`src/core/adcop_regs.svh`:
```
/*
  Constants of the converter output-port block: register offsets, field
  positions, reset values and bus answers.
  Assumes it is included by its bare name wherever the numbers are needed.
*/
`ifndef ADCOP_REGS_SVH
`define ADCOP_REGS_SVH

`define ADCOP_OFS_CONFIG     4'h0
`define ADCOP_OFS_STATUS     4'h4
`define ADCOP_OFS_RESULT     4'h8

`define ADCOP_CONFIG_RESET   7'h02
`define ADCOP_CONFIG_WIDTH   7
`define ADCOP_STAT_SHIFTING  0
`define ADCOP_STAT_READERR   1
`define ADCOP_STAT_STATE_LO  4

`define ADCOP_RESP_OKAY      2'h0
`define ADCOP_RESP_SLVERR    2'h2

`define ADCOP_PIN_DIV0       2
`define ADCOP_PIN_DIV1       3
`define ADCOP_PIN_CHAIN      7
`define ADCOP_PIN_SERIAL_DATA_OUT      8
`define ADCOP_PIN_SCLK       9
`define ADCOP_PIN_SYNC       10
`define ADCOP_PIN_RDERR      11

`define ADCOP_BITS_PER_WORD  5'h10

`endif

```
`src/core/adcop_pkg.sv`:
```
/*
  Types of the converter output-port block: strap configuration, the
  conversion-core handshake and the serial state machine.
  Assumes the constants header is compiled alongside.
*/
package adcop_pkg;

  // Configuration word, MSB first so a cast from the register lines up
  typedef struct packed {
    logic readMode;      // read_mode_or_chain_input as read mode select
    logic sclkInvert;    // serial_clock_invert
    logic syncPolarity;  // frame_sync_polarity
    logic clockSource;   // clock_source_select
    logic portType;      // port_type_select
    logic codingSelect;  // coding_select
    logic byteOrder;     // byte_order_select
  } adcop_cfg_t;

  // Handshake from the conversion core, same clock
  typedef struct packed {
    logic        busy;   // Conversion in progress
    logic        done;   // One-cycle pulse, result valid
    logic [15:0] data;   // Raw result
  } adcop_conv_t;

  typedef enum logic [1:0] {
    ST_IDLE,
    ST_MSHIFT,
    ST_SREAD
  } adcop_state_t;

endpackage : adcop_pkg

```
`src/core/adcop_port.sv`:
```
/*
  Output port of a 16-bit sampling converter: parallel bus with byte
  order and coding selection, or a serial port sharing the same pins, in
  master or slave clocking. Configuration sits in an AXI4-Lite register.
  Assumes the conversion core runs on sys_clk and that pin level is
  resolved outside from the active-low output enables.
*/
`timescale 1ns/100ps
`include "adcop_regs.svh"

module adcop_port #(
  parameter int         ADDR_W    = 4,
  parameter logic [7:0] BASE_HALF = 8'h02  // Master half period, sys_clk cycles
) (
  input  wire logic                sys_clk,
  input  wire logic                srst,
  input  wire adcop_pkg::adcop_conv_t convIn,
  input  wire logic [15:0]         dataIn,
  output logic [15:0]              dataOut,
  output logic [15:0]              dataOeN,
  input  wire logic                csN,
  input  wire logic [ADDR_W-1:0]   s_axi_awaddr,
  input  wire logic                s_axi_awvalid,
  output logic                     s_axi_awready,
  input  wire logic [31:0]         s_axi_wdata,
  input  wire logic [3:0]          s_axi_wstrb,
  input  wire logic                s_axi_wvalid,
  output logic                     s_axi_wready,
  output logic [1:0]               s_axi_bresp,
  output logic                     s_axi_bvalid,
  input  wire logic                s_axi_bready,
  input  wire logic [ADDR_W-1:0]   s_axi_araddr,
  input  wire logic                s_axi_arvalid,
  output logic                     s_axi_arready,
  output logic [31:0]              s_axi_rdata,
  output logic [1:0]               s_axi_rresp,
  output logic                     s_axi_rvalid,
  input  wire logic                s_axi_rready
);
  import adcop_pkg::*;

  logic [`ADCOP_CONFIG_WIDTH-1:0] configReg;
  adcop_cfg_t                     cfg;
  adcop_state_t                   stateReg;
  logic [15:0]                    pinS1Reg;
  logic [15:0]                    pinS2Reg;
  logic                           csS1Reg;
  logic                           csS2Reg;
  logic                           sclkPrevReg;
  logic [15:0]                    resultReg;
  logic [15:0]                    shiftReg;
  logic [4:0]                     bitCntReg;
  logic [7:0]                     divCntReg;
  logic                           sclkIntReg;
  logic                           busyPrevReg;
  logic                           errPulseReg;
  logic                           errStickyReg;
  logic [ADDR_W-1:0]              awAddrReg;
  logic [31:0]                    wDataReg;
  logic [3:0]                     wStrbReg;
  logic [15:0]                    dataOut_next;
  logic [15:0]                    dataOeN_next;
  logic                           writeFire;
  logic                           isMaster;
  logic                           masterRac;
  logic                           updEdge;
  logic                           busyRise;
  logic [7:0]                     halfPeriod;
  logic [15:0]                    codedResult;

  // Output coding applied to every result leaving the block
  function automatic logic [15:0] applyCoding(input logic [15:0] raw, input logic straight);
    applyCoding = straight ? raw : {~raw[15], raw[14:0]};
  endfunction : applyCoding

  // Half period of the internal serial clock, slowed by the divider pins
  function automatic logic [7:0] halfCount(input logic [7:0] base, input logic [1:0] div);
    halfCount = base << div;
  endfunction : halfCount

  // Mode decode from the configuration word and the conversion start edge
  assign cfg       = adcop_cfg_t'(configReg);
  assign isMaster  = cfg.portType && !cfg.clockSource;
  assign masterRac = isMaster && !cfg.readMode;
  assign busyRise  = convIn.busy && !busyPrevReg;
  // Divider pins only count in master read-after-convert
  assign halfPeriod = halfCount(BASE_HALF, masterRac ?
                      {pinS2Reg[`ADCOP_PIN_DIV1], pinS2Reg[`ADCOP_PIN_DIV0]} : 2'h0);
  // Slave update edge: rising when not inverted, falling when inverted
  // Host clock phases under one sys_clk cycle can be lost in the synchroniser
  assign updEdge = cfg.sclkInvert ?
                   (sclkPrevReg && !pinS2Reg[`ADCOP_PIN_SCLK]) :
                   (!sclkPrevReg && pinS2Reg[`ADCOP_PIN_SCLK]);
  // Both halves of a write are in and no answer is pending yet
  assign writeFire = !s_axi_awready && !s_axi_wready && !s_axi_bvalid;
  // One coded copy of the result feeds the parallel pins and the register readback
  assign codedResult = applyCoding(resultReg, cfg.codingSelect);

  // Pin synchronisers; the first stage feeds only the second
  always_ff @(posedge sys_clk) begin
    if (srst) begin
      pinS1Reg    <= 16'h0000;
      pinS2Reg    <= 16'h0000;
      csS1Reg     <= 1'b1;
      csS2Reg     <= 1'b1;
      sclkPrevReg <= 1'b0;
    end else begin
      pinS1Reg    <= dataIn;
      pinS2Reg    <= pinS1Reg;
      csS1Reg     <= csN;
      csS2Reg     <= csS1Reg;
      sclkPrevReg <= pinS2Reg[`ADCOP_PIN_SCLK];
    end
  end

  // Latest conversion result, kept for the parallel bus and the result register
  always_ff @(posedge sys_clk) begin
    if (srst) begin
      resultReg   <= 16'h0000;
      busyPrevReg <= 1'b0;
    end else begin
      busyPrevReg <= convIn.busy;
      if (convIn.done) begin
        resultReg <= convIn.data;
      end
    end
  end

  // Serial engine: master shifting on the internal clock, slave on host clock
  always_ff @(posedge sys_clk) begin
    if (srst) begin
      stateReg    <= ST_IDLE;
      shiftReg    <= 16'h0000;
      bitCntReg   <= 5'h00;
      divCntReg   <= 8'h00;
      sclkIntReg  <= 1'b0;
      errPulseReg <= 1'b0;
    end else begin
      errPulseReg <= 1'b0;
      case (stateReg)
        ST_IDLE: begin
          bitCntReg  <= 5'h00;
          sclkIntReg <= 1'b0;
          divCntReg  <= 8'h00;
          if (isMaster && cfg.readMode && busyRise) begin
            // Previous result goes out while the new one converts
            shiftReg <= applyCoding(resultReg, cfg.codingSelect);
            stateReg <= ST_MSHIFT;
          end else if (isMaster && !cfg.readMode && convIn.done) begin
            // Fresh result only once the conversion has ended
            shiftReg <= applyCoding(convIn.data, cfg.codingSelect);
            stateReg <= ST_MSHIFT;
          end else if (cfg.portType && cfg.clockSource) begin
            if (convIn.done) begin
              shiftReg <= applyCoding(convIn.data, cfg.codingSelect);
            end
            // Host clock is ignored until chip select is asserted
            if (!csS2Reg) begin
              stateReg <= ST_SREAD;
            end
          end
        end
        ST_MSHIFT: begin
          // Divider pins are read live, so a change mid-frame alters the period
          if (divCntReg + 8'h01 >= halfPeriod) begin
            divCntReg  <= 8'h00;
            sclkIntReg <= !sclkIntReg;
            if (sclkIntReg) begin
              // End of one serial period: next bit, MSB first
              shiftReg  <= {shiftReg[14:0], 1'b0};
              bitCntReg <= bitCntReg + 5'h01;
              if (bitCntReg == `ADCOP_BITS_PER_WORD - 5'h01) begin
                stateReg <= ST_IDLE;
              end
            end
          end else begin
            divCntReg <= divCntReg + 8'h01;
          end
          if (!isMaster) begin
            stateReg <= ST_IDLE;
          end
        end
        ST_SREAD: begin
          if (convIn.done && bitCntReg < `ADCOP_BITS_PER_WORD) begin
            // Unfinished read loses its data to the new result
            errPulseReg <= 1'b1;
            shiftReg    <= applyCoding(convIn.data, cfg.codingSelect);
            bitCntReg   <= 5'h00;
          end else if (updEdge) begin
            // Chain input fills from the bottom, out after 16 periods
            shiftReg <= {shiftReg[14:0], pinS2Reg[`ADCOP_PIN_CHAIN]};
            if (bitCntReg < `ADCOP_BITS_PER_WORD) begin
              bitCntReg <= bitCntReg + 5'h01;
            end
          end
          // A result landing after the word is out is dropped until deselect
          if (csS2Reg || !cfg.portType || !cfg.clockSource) begin
            stateReg <= ST_IDLE;
          end
        end
        default: begin
          stateReg <= ST_IDLE;
        end
      endcase
    end
  end

  // Pin multiplexer between parallel and serial functions
  always_comb begin
    dataOut_next = 16'h0000;
    dataOeN_next = 16'hFFFF;
    if (!cfg.portType) begin
      dataOeN_next = 16'h0000;
      if (cfg.byteOrder) begin
        // Swapped lanes let an 8-bit host take the high byte first
        dataOut_next = {codedResult[7:0], codedResult[15:8]};
      end else begin
        dataOut_next = codedResult;
      end
    end else begin
      // Lines 0..7 all float: two lowest, divider pins and strap inputs
      dataOeN_next[1:0] = 2'h3;
      dataOeN_next[`ADCOP_PIN_DIV1:`ADCOP_PIN_DIV0] = 2'h3;
      dataOeN_next[`ADCOP_PIN_SERIAL_DATA_OUT] = 1'b0;
      dataOut_next[`ADCOP_PIN_SERIAL_DATA_OUT] = shiftReg[15];
      dataOeN_next[`ADCOP_PIN_SCLK]  = !isMaster;
      dataOut_next[`ADCOP_PIN_SCLK]  = sclkIntReg ^ cfg.sclkInvert;
      if (isMaster) begin
        dataOeN_next[`ADCOP_PIN_SYNC] = 1'b0;
        dataOut_next[`ADCOP_PIN_SYNC] = (stateReg == ST_MSHIFT) ^ cfg.syncPolarity;
      end else begin
        dataOeN_next[`ADCOP_PIN_RDERR] = 1'b0;
        dataOut_next[`ADCOP_PIN_RDERR] = errPulseReg;
      end
    end
  end

  // Registered pins so every output leaves a flip-flop
  always_ff @(posedge sys_clk) begin
    if (srst) begin
      dataOut <= 16'h0000;
      dataOeN <= 16'hFFFF;
    end else begin
      dataOut <= dataOut_next;
      dataOeN <= dataOeN_next;
    end
  end

  // Write channels: address and data taken in either order
  always_ff @(posedge sys_clk) begin
    if (srst) begin
      s_axi_awready <= 1'b1;
      s_axi_wready  <= 1'b1;
      s_axi_bvalid  <= 1'b0;
      s_axi_bresp   <= `ADCOP_RESP_OKAY;
      awAddrReg     <= '0;
      wDataReg      <= 32'h00000000;
      wStrbReg      <= 4'h0;
    end else begin
      if (s_axi_awvalid && s_axi_awready) begin
        awAddrReg     <= s_axi_awaddr;
        s_axi_awready <= 1'b0;
      end
      if (s_axi_wvalid && s_axi_wready) begin
        wDataReg     <= s_axi_wdata;
        wStrbReg     <= s_axi_wstrb;
        s_axi_wready <= 1'b0;
      end
      if (writeFire) begin
        s_axi_bvalid <= 1'b1;
        s_axi_bresp  <= (awAddrReg == `ADCOP_OFS_CONFIG || awAddrReg == `ADCOP_OFS_STATUS) ?
                        `ADCOP_RESP_OKAY : `ADCOP_RESP_SLVERR;
      end
      if (s_axi_bvalid && s_axi_bready) begin
        s_axi_bvalid  <= 1'b0;
        s_axi_awready <= 1'b1;
        s_axi_wready  <= 1'b1;
      end
    end
  end

  // Configuration register; changes mid-read corrupt the frame in flight
  always_ff @(posedge sys_clk) begin
    if (srst) begin
      configReg <= `ADCOP_CONFIG_RESET;
    end else if (writeFire && awAddrReg == `ADCOP_OFS_CONFIG && wStrbReg[0]) begin
      configReg <= wDataReg[`ADCOP_CONFIG_WIDTH-1:0];
    end
  end

  // Sticky read error; a new error in the clearing cycle wins
  always_ff @(posedge sys_clk) begin
    if (srst) begin
      errStickyReg <= 1'b0;
    end else if (errPulseReg) begin
      errStickyReg <= 1'b1;
    end else if (writeFire && awAddrReg == `ADCOP_OFS_STATUS && wStrbReg[0] &&
                 wDataReg[`ADCOP_STAT_READERR]) begin
      errStickyReg <= 1'b0;
    end
  end

  // Read channel: one read at a time, answer the cycle after the address
  always_ff @(posedge sys_clk) begin
    if (srst) begin
      s_axi_arready <= 1'b1;
      s_axi_rvalid  <= 1'b0;
      s_axi_rdata   <= 32'h00000000;
      s_axi_rresp   <= `ADCOP_RESP_OKAY;
    end else begin
      if (s_axi_arvalid && s_axi_arready) begin
        s_axi_arready <= 1'b0;
        s_axi_rvalid  <= 1'b1;
        s_axi_rresp   <= `ADCOP_RESP_OKAY;
        case (s_axi_araddr)
          `ADCOP_OFS_CONFIG: s_axi_rdata <= {25'h0000000, configReg};
          `ADCOP_OFS_STATUS: begin
            s_axi_rdata <= 32'h00000000;
            s_axi_rdata[`ADCOP_STAT_SHIFTING] <= (stateReg != ST_IDLE);
            s_axi_rdata[`ADCOP_STAT_READERR]  <= errStickyReg;
            s_axi_rdata[`ADCOP_STAT_STATE_LO +: 5] <= bitCntReg;
          end
          `ADCOP_OFS_RESULT: s_axi_rdata <= {16'h0000, codedResult};
          default: begin
            s_axi_rdata <= 32'h00000000;
            s_axi_rresp <= `ADCOP_RESP_SLVERR;
          end
        endcase
      end
      if (s_axi_rvalid && s_axi_rready) begin
        s_axi_rvalid  <= 1'b0;
        s_axi_arready <= 1'b1;
      end
    end
  end

endmodule : adcop_port

```
`config.mk`:
```
export PLATFORM = sky130hd
export DESIGN_NAME = adcop_port
export DESIGN_NICKNAME = d
export VERILOG_FILES = /design/src/core/adcop_pkg.sv /design/src/core/adcop_port.sv
export VERILOG_INCLUDE_DIRS = /design/src /design/src/core
export SDC_FILE = /design/constraint.sdc
export NUM_CORES = 1
export LEC_CHECK = 0
export ABC_AREA = 1
export BUFFER_PORTS_ARGS = -buffer_cell sky130_fd_sc_hd__clkbuf_2
export CORE_MARGIN = 4
export CORE_UTILIZATION = 53
export CTS_CLUSTER_DIAMETER = 120
export DETAILED_ROUTE_END_ITERATION = 6
export GPL_ROUTABILITY_DRIVEN = 1
export PLACE_DENSITY_LB_ADDON = 0.2
export SLEW_MARGIN = 10
export SYNTH_ARGS = -nofsm -noshare
export SYNTH_HDL_FRONTEND = slang
export SYNTH_SLANG_ARGS = --single-unit
```
`constraint.sdc`:
```
create_clock -name sys_clk -period 2.6 [get_ports sys_clk]
set_input_delay 0.39 -clock sys_clk [delete_from_list [all_inputs] [get_ports sys_clk]]
set_output_delay 0.39 -clock sys_clk [all_outputs]
set_load 0.03 [all_outputs]
```
# After elaboration in Yosys (flattened, before gate mapping)
# Cells that the tools add are included.
# word_totals
reg_bits	166
input_bits	86
output_inout_bits	73
word_cells	155
# classes
n_addsub	2
order_cmp	2
eq_ne	17
shifts	1
n_mux	47
n_bitwise	5
n_reduce_logical	52
# op_table
cell	count
16-bit 2-to-1 mux	11
16-bit case mux with 3 select lines	2
5-bit 2-to-1 mux	5
2-bit 2-to-1 mux	12
1-bit logical AND	22
8-bit case mux with 2 select lines	1
3-bit != test (second input constant)	5
5-bit case mux with 3 select lines	1
4-bit 2-to-1 mux	3
4-bit != test (second input constant)	3
6-bit AND reduction	2
1-bit logical NOT	11
1-bit 2-to-1 mux	9
8-bit by 1-bit adder with 8-bit output (second input constant)	1
4-bit by 3-bit == test with 1-bit output (second input constant)	2
8-bit >= comparator	1
4-bit logical NOT	2
8-bit 2-to-1 mux	1
2-bit OR reduction	4
2-bit by 2-bit << shifter with 8-bit output (first input constant)	1
2-bit != test (second input constant)	3
2-bit case mux with 3 select lines	1
2-bit nonzero test	3
5-bit by 1-bit adder with 5-bit output (second input constant)	1
other kinds (14)	19

# Longest topological paths before layout
# Gate-level depths: netlist of the first run.
# logic_depth
word_depth	9
ltp_mapped	18
ltp_nobuf	18

# Worst setup path before layout of the first run
# Ideal clock, no wire load.
# synth_timing
path_type	reg-to-reg
start	register configReg[2] (netlist: cfg[2])
end	register shiftReg[0]
setup_time_ps	140
arrival_time_ps	1901
required_ps	2460
path_slack_ps	558
path_stages_with_launch	17
path_buffers	1
period_less_slack_ps	2042
cell_sequence	dfxtp_1 > nand2_2 > nor3_1 > nor2_1 > ha_1 > nand2_1 > nand2_1 > nand2_1 > nand2_1 > nand2_1 > nand2_1 > nand2_1 > nand3_4 > nand3_4 > buf_12 > nand2_2 > a21oi_2
# synth_between
elab_chain_len	7
word_cells_on_any_way	16
cone_classes	order compare (1); eq/ne (3); shift (1); mux (4); reduce/logical (7)
# synth_rtl
element	line_no	source
start: declaration	adcop_port.sv:42	logic [`ADCOP_CONFIG_WIDTH-1:0] configReg;
start signal: assignment	adcop_port.sv:285	configReg <= `ADCOP_CONFIG_RESET;
start signal: assignment	adcop_port.sv:287	configReg <= wDataReg[`ADCOP_CONFIG_WIDTH-1:0];
1-bit logical AND	adcop_port.sv:83	assign isMaster = cfg.portType && !cfg.clockSource;
1-bit logical AND	adcop_port.sv:84, adcop_port.sv:149	
2-bit 2-to-1 mux	adcop_port.sv:87	assign halfPeriod = halfCount(BASE_HALF, masterRac ?
2-bit by 2-bit << shifter with 8-bit output	adcop_port.sv:78	halfCount = base << div;
8-bit >= comparator	adcop_port.sv:165	if (divCntReg + 8'h01 >= halfPeriod) begin
2-bit != test (no line)	-	
6-bit AND reduction (no line)	-	
end signal: assignment	adcop_port.sv:170	shiftReg <= {shiftReg[14:0], 1'b0};
end signal: assignment	adcop_port.sv:187	shiftReg <= applyCoding(convIn.data, cfg.codingSelect);
end signal: assignment	adcop_port.sv:191	shiftReg <= {shiftReg[14:0], pinS2Reg[`ADCOP_PIN_CHAIN]};
end: declaration	adcop_port.sv:51	logic [15:0] shiftReg;
# Several ways; a longest one is shown, not always the timed one.
# A chain may end at the register's enable or synchronous reset.

# Worst setup path after layout of the first run
# Ends and elaborated chain as after synthesis.

==> results of run 1 <==
[Yosys cell counts]
cell       count  area share [%]
nand3_1       17             1.5
buf_6          2            0.39
ha_1          11             2.4
nor2_1        71             4.6
clkinv_4       1            0.15
buf_4         30             3.9
nor3_2         1            0.17
o22ai_1        4            0.43
conb_1         1           0.064
nand2_1      141             9.1
o21ai_0       64             5.5
nand3_2        2            0.34
or2_2          3            0.32
o21a_1         2            0.26
nand4_1       21             2.3
clkbuf_1      23             1.5
inv_2          4            0.26
o21bai_1       1            0.13
nor2_4         2            0.39
nor3_1         9            0.77
buf_1          2            0.13
a31oi_1        1            0.11
buf_12         1            0.34
a21oi_2       10             1.5
nand2_2       13             1.4
o31ai_1        1            0.13
inv_1         89             5.7
o221ai_1       4            0.60
clkinv_1       2            0.13
nand3_4        2            0.60
a21oi_1       96             8.3
o32ai_1        2            0.30
nor2_2         3            0.32
o211ai_1      15             1.9
buf_2          7            0.60
xor2_1         3            0.45
and3_1         1            0.11
xnor2_1        2            0.30
o2111ai_1      1            0.15
dfxtp_1      124              43
[power breakdown]
group / internal [W] / switching, W / leakage (nW)
Sequential: 0.00198 / 0.0000518 / 1.02
Clock: 0.00149 / 0.000804 / 0.280
Combinational: 0.000120 / 0.000316 / 1.73
Total: 0.00359 / 0.00117 / 3.03
[layout by cell type, fill, tap and decap left out, types with 17 or more instances in the layout]
master and instances:
nand4_1 21, nand3_1 17, clkbuf_2 100, inv_1 89, o21ai_0 64, nand2_1 141, nor2_1 71, a21oi_1 96
dfxtp_1 124, conb_1 18
[flip-flops by register name (all words and copies together), names as in the netlist, 2 cells and up]
signal / flops
pinS2Reg: 4
dataOeN: 4
shiftReg: 16
pinS1Reg: 4
cfg: 7
dataOut: 16
wDataReg: 7
stateReg: 2
awAddrReg: 4
s_axi_rdata: 16
resultReg: 16
divCntReg: 8
bitCntReg: 5
[metal layers]
metal / GRT usage, % / vias to the layer above
met5: 0 / -
li1: - / 2705
met4: 10.18 / 0
met2: 41.23 / 184
met1: 29.19 / 2571
met3: 7.326 / 22
[metrics by stage]
step                util, %  power [W]  setup WS (ns)  cells  hold slack [ns]
detailed placement    57.83   0.002505         0.2074    991           0.4031
global route          63.25   0.004941        0.01706   1022          0.03213
floorplan                 -   0.002391         0.5582    806           0.3883
global placement      57.83   0.002497         0.2959    991           0.4040
finish                63.25   0.004765         0.1812   1022          0.04461
CTS                   63.11   0.004794         0.1939   1021          0.02451
[worst register-to-register path: cells and delay by family, from the launching register on]
| family | cells | cell delay, ns |
|---|---|---|
| buffers and inverters | 1 | 0.26 |
| adders and majority gates | 1 | 0.27 |
| AOI/OAI and AO/OA | 1 | 0.17 |
| DFF | 1 | 0.47 |
| and+or+nand+nor | 12 | 1.20 |
[timing repair]
action                                  CTS  global route
hold endpoints to repair                  0             0
resized for setup                         0             1
endpoints found under the setup margin    0             5
[final timing paths]
path                    start           to  slack, ns  cells after the start
hold reg to reg   pinS1Reg[3]  pinS2Reg[3]       0.42                      2
setup reg to reg       cfg[2]  shiftReg[0]       0.18                     15
hold / removal            csN      csS1Reg       0.04                      2
setup / recovery       cfg[2]  shiftReg[0]       0.18                     15
[cell families after synthesis]
group / synth area share (%)
buffers and inverters: 13.09
other: 0.06440
adder cells (fa/ha/maj): 2.364
XOR/XNOR: 0.7522
flip-flops: 42.63
AND/OR/NAND/NOR: 21.81
AO/OA/AOI/OAI: 19.30
[cell type report]
| cell class | instances | share of cell area (%) |
|---|---|---|
| inverters | 96 | 5.352 |
| clock inverters | 8 | 1.723 |
| repair buffers | 110 | 8.431 |
| clock buffers | 22 | 6.635 |
| flip-flops and latches | 124 | 36.36 |
| multi-input cells | 522 | 38.93 |
| well taps | 140 | 2.566 |
==> flow_summary.json, run 1 <==
{
  "leakage_nw": 3.026,
  "gr-usage-all-layers_pct": 24.51,
  "firstDrtPassIters": 5,
  "drtIter0Drc": 414,
  "antenna_left": 0,
  "status": "finished clean",
  "drt-wirelength-per-cell_um": 15.30,
  "grt_max_degree": 51,
  "start_util_pct": 53.95,
  "vias": 5482,
  "crit_required_ns": 3.06,
  "netlist_instances": 789,
  "placedInstanceArea_um2": 6241,
  "grt_pass1_vias": 5279,
  "fp.dieH_um": 112.8,
  "fillCellCount": 979,
  "gp_congestion": 0.9395,
  "rows": 38,
  "crit_path_top_delay_cell": "dfxtp_1",
  "p_per_area_nw_per_um2": 697.9,
  "cts_tree": "done",
  "seq_area_um2": 2482,
  "clockBufferDepth": 2,
  "max_freq_ghz": 0.4134,
  "finalInstanceArea_um2": 6827,
  "die_w_um": 112.8,
  "cts_buffers": 17,
  "period_minus_slack_ns": 2.419,
  "cts.sinks": 124,
  "crit_buf_inv": 1,
  "rsz0062_at_grt": "false",
  "syn_area_per_cell_um2": 7.380,
  "vdd_ir_drop_max_mv": 0.5437,
  "cts_setup_buffers": 0,
  "antenna_found_initial": 0,
  "multiInputGateArea_um2": 2658,
  "startpoint_type": "flop",
  "wl_met1_um": 6565,
  "end_kind": "flop",
  "worst_pin_slew_ns": 0.7494,
  "numPortBuffers": 100,
  "slew_violations": 0,
  "seq_area_frac_synth_pct": 42.63,
  "crit_family": "simple AND/OR/NAND/NOR gates",
  "fin_crit_sh_pct": 93.03,
  "routed_via_density": 5.364,
  "setup_violations": 0,
  "path_common_cell": "nand2_1",
  "drive_gt1_share_pct": 20.41,
  "drc": 0,
  "hp-class": "in -> reg",
  "ios": 159,
  "grt_pass1_wl_um": 24950,
  "wl_met2_um": 7737,
  "max_cap_violations": 0,
  "critPathMaxStageDelay_ns": 0.47,
  "place_hpwl_um": 10960,
  "routed_wl_um": 15640,
  "fin_nets": 968,
  "clock-skew-final_ns": 0.01272,
  "critical_path_arrival_ns": 2.88,
  "core-area_um2": 10790,
  "ys_ff_latch": 124,
  "top_layer": "met4",
  "crit_type": "reg -> reg",
  "antenna_cells": 0,
  "synth.cell_area_um2": 5823,
  "clk_pin_slew_worst_paths_ns": 0.06,
  "slew_headroom_pct": 49.86,
  "cp_cell_sequence": "nand2_2 -> nor3_1 -> nor2_1 -> ha_1 -> nand2_1 -> nand2_1 -> nand2_1 -> nand2_1 -> nand2_1 -> nand2_1 -> nand2_1 -> nand3_4 -> buf_4 -> nand4_1 -> a21oi_2",
  "wl_met3_um": 1071,
  "critPathMaxFanout": 16,
  "synth_cell_type_count": 40,
  "areaGrowthSynthToFinish_pct": 17.23,
  "overflow": 0,
  "die_area_um2": 12730,
  "final-hold-violation-count": 0,
  "clk_latency_ns": 0.53,
  "cts_hold_buf": 0,
  "htreeDepth": 4,
  "yosys_warnings": 0,
  "setup_tns_ns": 0,
  "root_buffer": "clkbuf_8"
}
Note: power is estimated with default switching activity, not from simulation.
==> run 2: changes to the inputs <==
--- a/config.mk
+++ b/config.mk
@@ -13,7 +13,7 @@
 export CTS_CLUSTER_DIAMETER = 120
 export DETAILED_ROUTE_END_ITERATION = 6
 export GPL_ROUTABILITY_DRIVEN = 1
-export PLACE_DENSITY_LB_ADDON = 0.2
+export PLACE_DENSITY = 0.81
 export SLEW_MARGIN = 10
 export SYNTH_ARGS = -nofsm -noshare
 export SYNTH_HDL_FRONTEND = slang
==> constraint.sdc (replaced) <==
create_clock -name sys_clk -period 2.6 [get_ports sys_clk]
set_input_delay 0.52 -clock sys_clk [delete_from_list [all_inputs] [get_ports sys_clk]]
set_output_delay 0.52 -clock sys_clk [all_outputs]
set_load 0.03 [all_outputs]
==> flow_summary.json, run 2 (synthesis gave the netlist of run 1 again) <==
{
  "cts_buffers": 17,
  "clk_latency_ns": 0.53,
  "fin_cells": 1028,
  "worst_pin_slew_ns": 0.7885,
  "critical_path_arrival_ns": 2.85,
  "p_per_area_nw_per_um2": 706.9,
  "gr-usage-all-layers_pct": 23.74,
  "crit_required_ns": 2.99,
  "start_util_pct": 53.95,
  "cts_hold_buf": 0,
  "met2_usage_pct": 38.55,
  "cts.sinks": 124,
  "antenna_cells": 0,
  "drive_gt1_share_pct": 21.17,
  "fin_util_pct": 63.71,
  "die_w_um": 112.8,
  "max_freq_ghz": 0.4071,
  "rows": 38,
  "routed_wl_um": 15450,
  "grtUsageMet3_pct": 4.706,
  "overflow": 0,
  "setup_tns_ns": 0,
  "setup_violations": 0,
  "fp.dieH_um": 112.8,
  "crit_type": "reg -> reg",
  "slew_violations": 0,
  "antenna_found_initial": 0,
  "crit_start": "cfg[2]",
  "clockBufferDepth": 2,
  "leakage_nw": 3.051,
  "ios": 159,
  "startpoint_type": "flop",
  "final.setup.worst_slack_ns": 0.1438,
  "critPathMaxFanout": 13,
  "final-hold-violation-count": 0,
  "fin_crit_sh_pct": 94.47,
  "dpl.cell_count": 995,
  "grt_busiest_layer": "met2",
  "htreeDepth": 4,
  "worstHoldStart": "dataIn[7]",
  "end_kind": "flop",
  "vdd_ir_drop_max_mv": 0.4486,
  "status": "finished clean",
  "grt_pass1_vias": 4901,
  "met1_usage_pct": 31.26,
  "antenna_left": 0,
  "numPortBuffers": 100,
  "finalInstanceArea_um2": 6877,
  "gp_congestion": 0.8996,
  "clk_pin_slew_worst_paths_ns": 0.06,
  "drtIter0Drc": 675,
  "placedInstanceArea_um2": 6271,
  "drt-wirelength-per-cell_um": 15.03,
  "dp_slack_ns": 0.2299,
  "hp-class": "in -> reg",
  "r2r_start": "cfg[2]",
  "period_minus_slack_ns": 2.456,
  "cts_tree": "done",
  "max_cap_violations": 0,
  "fin_nets": 972,
  "place_hpwl_um": 10450,
  "firstDrtPassIters": 5,
  "clock-skew-final_ns": 0.008978,
  "final_cell_mix": "141 x nand2_1, 124 x dfxtp_1, 100 x clkbuf_2",
  "drc": 0,
  "core-area_um2": 10790,
  "final_common_cell": "nand2_1",
  "root_buffer": "clkbuf_8",
  "areaGrowthSynthToFinish_pct": 18.09,
  "grt_max_degree": 54,
  "grt_pass1_wl_um": 24290,
  "slew_headroom_pct": 47.37,
  "ctsResizeCount": 0,
  "routed_via_density": 5.359,
  "vias": 5509,
  "die_area_um2": 12730
}
-- run 2: cell count changes in the layout (fill, tap and decap cells not counted) --
cell,before,now
clkinvlp_4,1,3
nor3_2,2,1
clkinv_4,1,3
buf_4,10,14
inv_6,0,2
clkbuf_8,3,2
nor3_1,8,9
clkbuf_1,3,0
-- run 2: layout make-up --
type | instances | area, um2
Clock buffer | 18 | 427.9
Clock inverter | 14 | 167.7
Fill cell | 944 | 3916
Inverter | 96 | 365.4
Multi-Input combinational cell | 522 | 2653
Sequential cell | 124 | 2482
Tap cell | 140 | 175.2
Timing Repair Buffer | 114 | 605.6
-- run 2: per-stage QoR --
stage	hold slack, ns	total power, W
finish	0.1781	0.004861
floorplan	0.3883	0.002391
CTS	0.1796	0.004858
global placement	0.3906	0.002495
global route	0.1844	0.005015
detailed placement	0.3953	0.002502
-- run 2: timing repair --
item | in CTS | in global routing
setup endpoints to repair | 0 | 1
setup buffers | 0 | 0
hold endpoints to repair | 0 | 0
-- run 2: critical path: stages, from the launching register on --
cell	delay [ns]
dfxtp_1	0.44
nand2_2	0.12
nor3_1	0.27
nor2_1	0.08
ha_1	0.28
nand2_1	0.05
nand2_1	0.06
nand2_1	0.04
nand2_1	0.05
nand2_1	0.05
nand2_1	0.05
nand2_1	0.09
nand3_4	0.21
nand3_2	0.32
nand2_2	0.15
a21oi_2	0.06
-- run 2: worst paths after layout --
kind / endpoint / slack [ns] / cells past startpoint
setup / recovery: shiftReg[11] / 0.14 / 15
hold / removal: pinS1Reg[7] / 0.18 / 3
setup reg to reg: shiftReg[11] / 0.14 / 15
hold reg to reg: pinS2Reg[7] / 0.40 / 2
-- run 2: power by group --
group	internal, W	switching [W]
registers	0.00198	0.0000502
logic	0.000122	0.000320
clock network	0.00149	0.000903
-- run 2: layer usage --
metal / vias up / wire length, um
met3: 33 / 1152
li1: 2719 / -
met2: 228 / 7312
met1: 2529 / 6639
met5: - / 0
met4: 0 / 346
==> run 3: changes to the inputs <==
--- a/config.mk
+++ b/config.mk
@@ -8,7 +8,6 @@
 export LEC_CHECK = 0
 export ABC_AREA = 1
 export BUFFER_PORTS_ARGS = -buffer_cell sky130_fd_sc_hd__clkbuf_2
-export CORE_MARGIN = 4
 export CORE_UTILIZATION = 53
 export CTS_CLUSTER_DIAMETER = 120
 export DETAILED_ROUTE_END_ITERATION = 6
==> flow_summary.json, run 3 (synthesis gave the netlist of run 1 again) <==
{
  "fin_nets": 971,
  "startpoint_type": "flop",
  "fp.dieH_um": 106.8,
  "antenna_cells": 0,
  "fin_util_pct": 65.34,
  "crit_type": "reg -> reg",
  "rsz0062_at_grt": "false",
  "firstDrtPassIters": 6,
  "core-area_um2": 10510,
  "die_area_um2": 11410,
  "areaGrowthSynthToFinish_pct": 17.92,
  "clockBufferDepth": 2,
  "drc": 0,
  "ios": 159,
  "cts_hold_buf": 0,
  "end_kind": "flop",
  "root_buffer": "clkbuf_8",
  "gr-usage-all-layers_pct": 26.19,
  "overflow": 0,
  "critical_path_arrival_ns": 2.86,
  "vdd_ir_drop_max_mv": 0.4841,
  "cts.sinks": 124,
  "worst_pin_slew_ns": 0.7341,
  "drtIter0Drc": 466,
  "cts_setup_buffers": 0,
  "ctsResizeCount": 0,
  "routed_wl_um": 14540,
  "fin_crit_sh_pct": 92.26,
  "grt_max_degree": 39,
  "period_minus_slack_ns": 2.399,
  "grt_pass1_wl_um": 23160,
  "cts_buffers": 17,
  "max_cap_violations": 0,
  "leakage_nw": 3.047,
  "antenna_left": 0,
  "gp_congestion": 0.9157,
  "crit_required_ns": 3.06,
  "antenna_found_initial": 0,
  "drt-wirelength-per-cell_um": 14.22,
  "start_util_pct": 55.41,
  "status": "finished clean",
  "clock-skew-final_ns": 0.005378,
  "p_per_area_nw_per_um2": 701.2,
  "vias": 5417,
  "clk_pin_slew_worst_paths_ns": 0.06,
  "routed_via_density": 5.295,
  "numPortBuffers": 100,
  "final_cell_mix": "141 x nand2_1, 124 x dfxtp_1, 100 x clkbuf_2",
  "hp-class": "in -> reg",
  "max_freq_ghz": 0.4169,
  "rows": 37,
  "grt_pass1_vias": 4847,
  "cts_tree": "done",
  "setup_violations": 0,
  "slew_headroom_pct": 51.00,
  "slew_violations": 0,
  "die_w_um": 106.8,
  "final-hold-violation-count": 0,
  "setup_tns_ns": 0,
  "final_common_cell": "nand2_1",
  "clk_latency_ns": 0.53,
  "place_hpwl_um": 10000,
  "critPathMaxFanout": 16,
  "drive_gt1_share_pct": 20.97,
  "htreeDepth": 4
}
-- run 3: cell count changes in the layout (fill, tap and decap cells not counted), sizes merged --
cell and delta:
clkinv -1, clkinvlp +1, nand3 -1
-- run 3: critical path, cell delays in order, from the launching register on --
cell and delay (ns):
dfxtp_1 0.31, inv_1 0.09, nand2_2 0.15, nor3_1 0.28, nor2_1 0.08, ha_1 0.28
nand2_1 0.05, nand2_1 0.06, nand2_1 0.04, nand2_1 0.06, nand2_1 0.05, nand2_1 0.05
nand2_1 0.09, nand3_4 0.17, buf_4 0.24, nand4_1 0.14, a21oi_2 0.18
-- run 3: metrics by stage --
stage | hold slack (ns) | power (W) | cell area [um2] | worst slack (ns) | instances
6_report | 0.1779 | 0.004815 | 6867 | 0.2011 | 1023
5_1_grt | 0.1842 | 0.004972 | 6867 | 0.002934 | 1023
4_1_cts | 0.1639 | 0.004831 | 6867 | 0.2018 | 1023
3_5_place_dp | 0.3952 | 0.002503 | 6279 | 0.2188 | 991
3_3_place_gp | 0.3925 | 0.002495 | 6279 | 0.2846 | 991
2_1_floorplan | 0.3883 | 0.002391 | 5887 | 0.5582 | 806
-- run 3: path summary, 6_finish.rpt --
kind                             startpoint      endpoint  slack, ns  cells after the start
worst max-delay path                 cfg[3]  shiftReg[12]       0.20                     16
worst min-delay path              dataIn[2]   pinS1Reg[2]       0.18                      3
worst max register to register       cfg[3]  shiftReg[12]       0.20                     16
worst min register to register  pinS1Reg[3]   pinS2Reg[3]       0.40                      2
-- run 3: metal layers --
metal,track usage [%],part of all wire [%],vias up
li1,-,-,2707
met3,6.261,8.0,35
met2,41.98,46,222
met4,11.15,2.4,0
met1,33.60,43,2453
met5,0,0,-
-- run 3: where the power goes --
| group | internal (W) | switching (W) |
|---|---|---|
| Clock | 0.00146 | 0.000884 |
| Combinational | 0.000124 | 0.000317 |
| Sequential | 0.00198 | 0.0000496 |
-- run 3: area by class of cell --
class | count | area (um2)
Fill cell | 858 | 3642
Sequential cell | 124 | 2482
Multi-Input combinational cell | 521 | 2643
Inverter | 96 | 365.4
Tap cell | 136 | 170.2
Clock inverter | 14 | 170.2
Clock buffer | 18 | 417.9
Timing Repair Buffer | 114 | 618.1
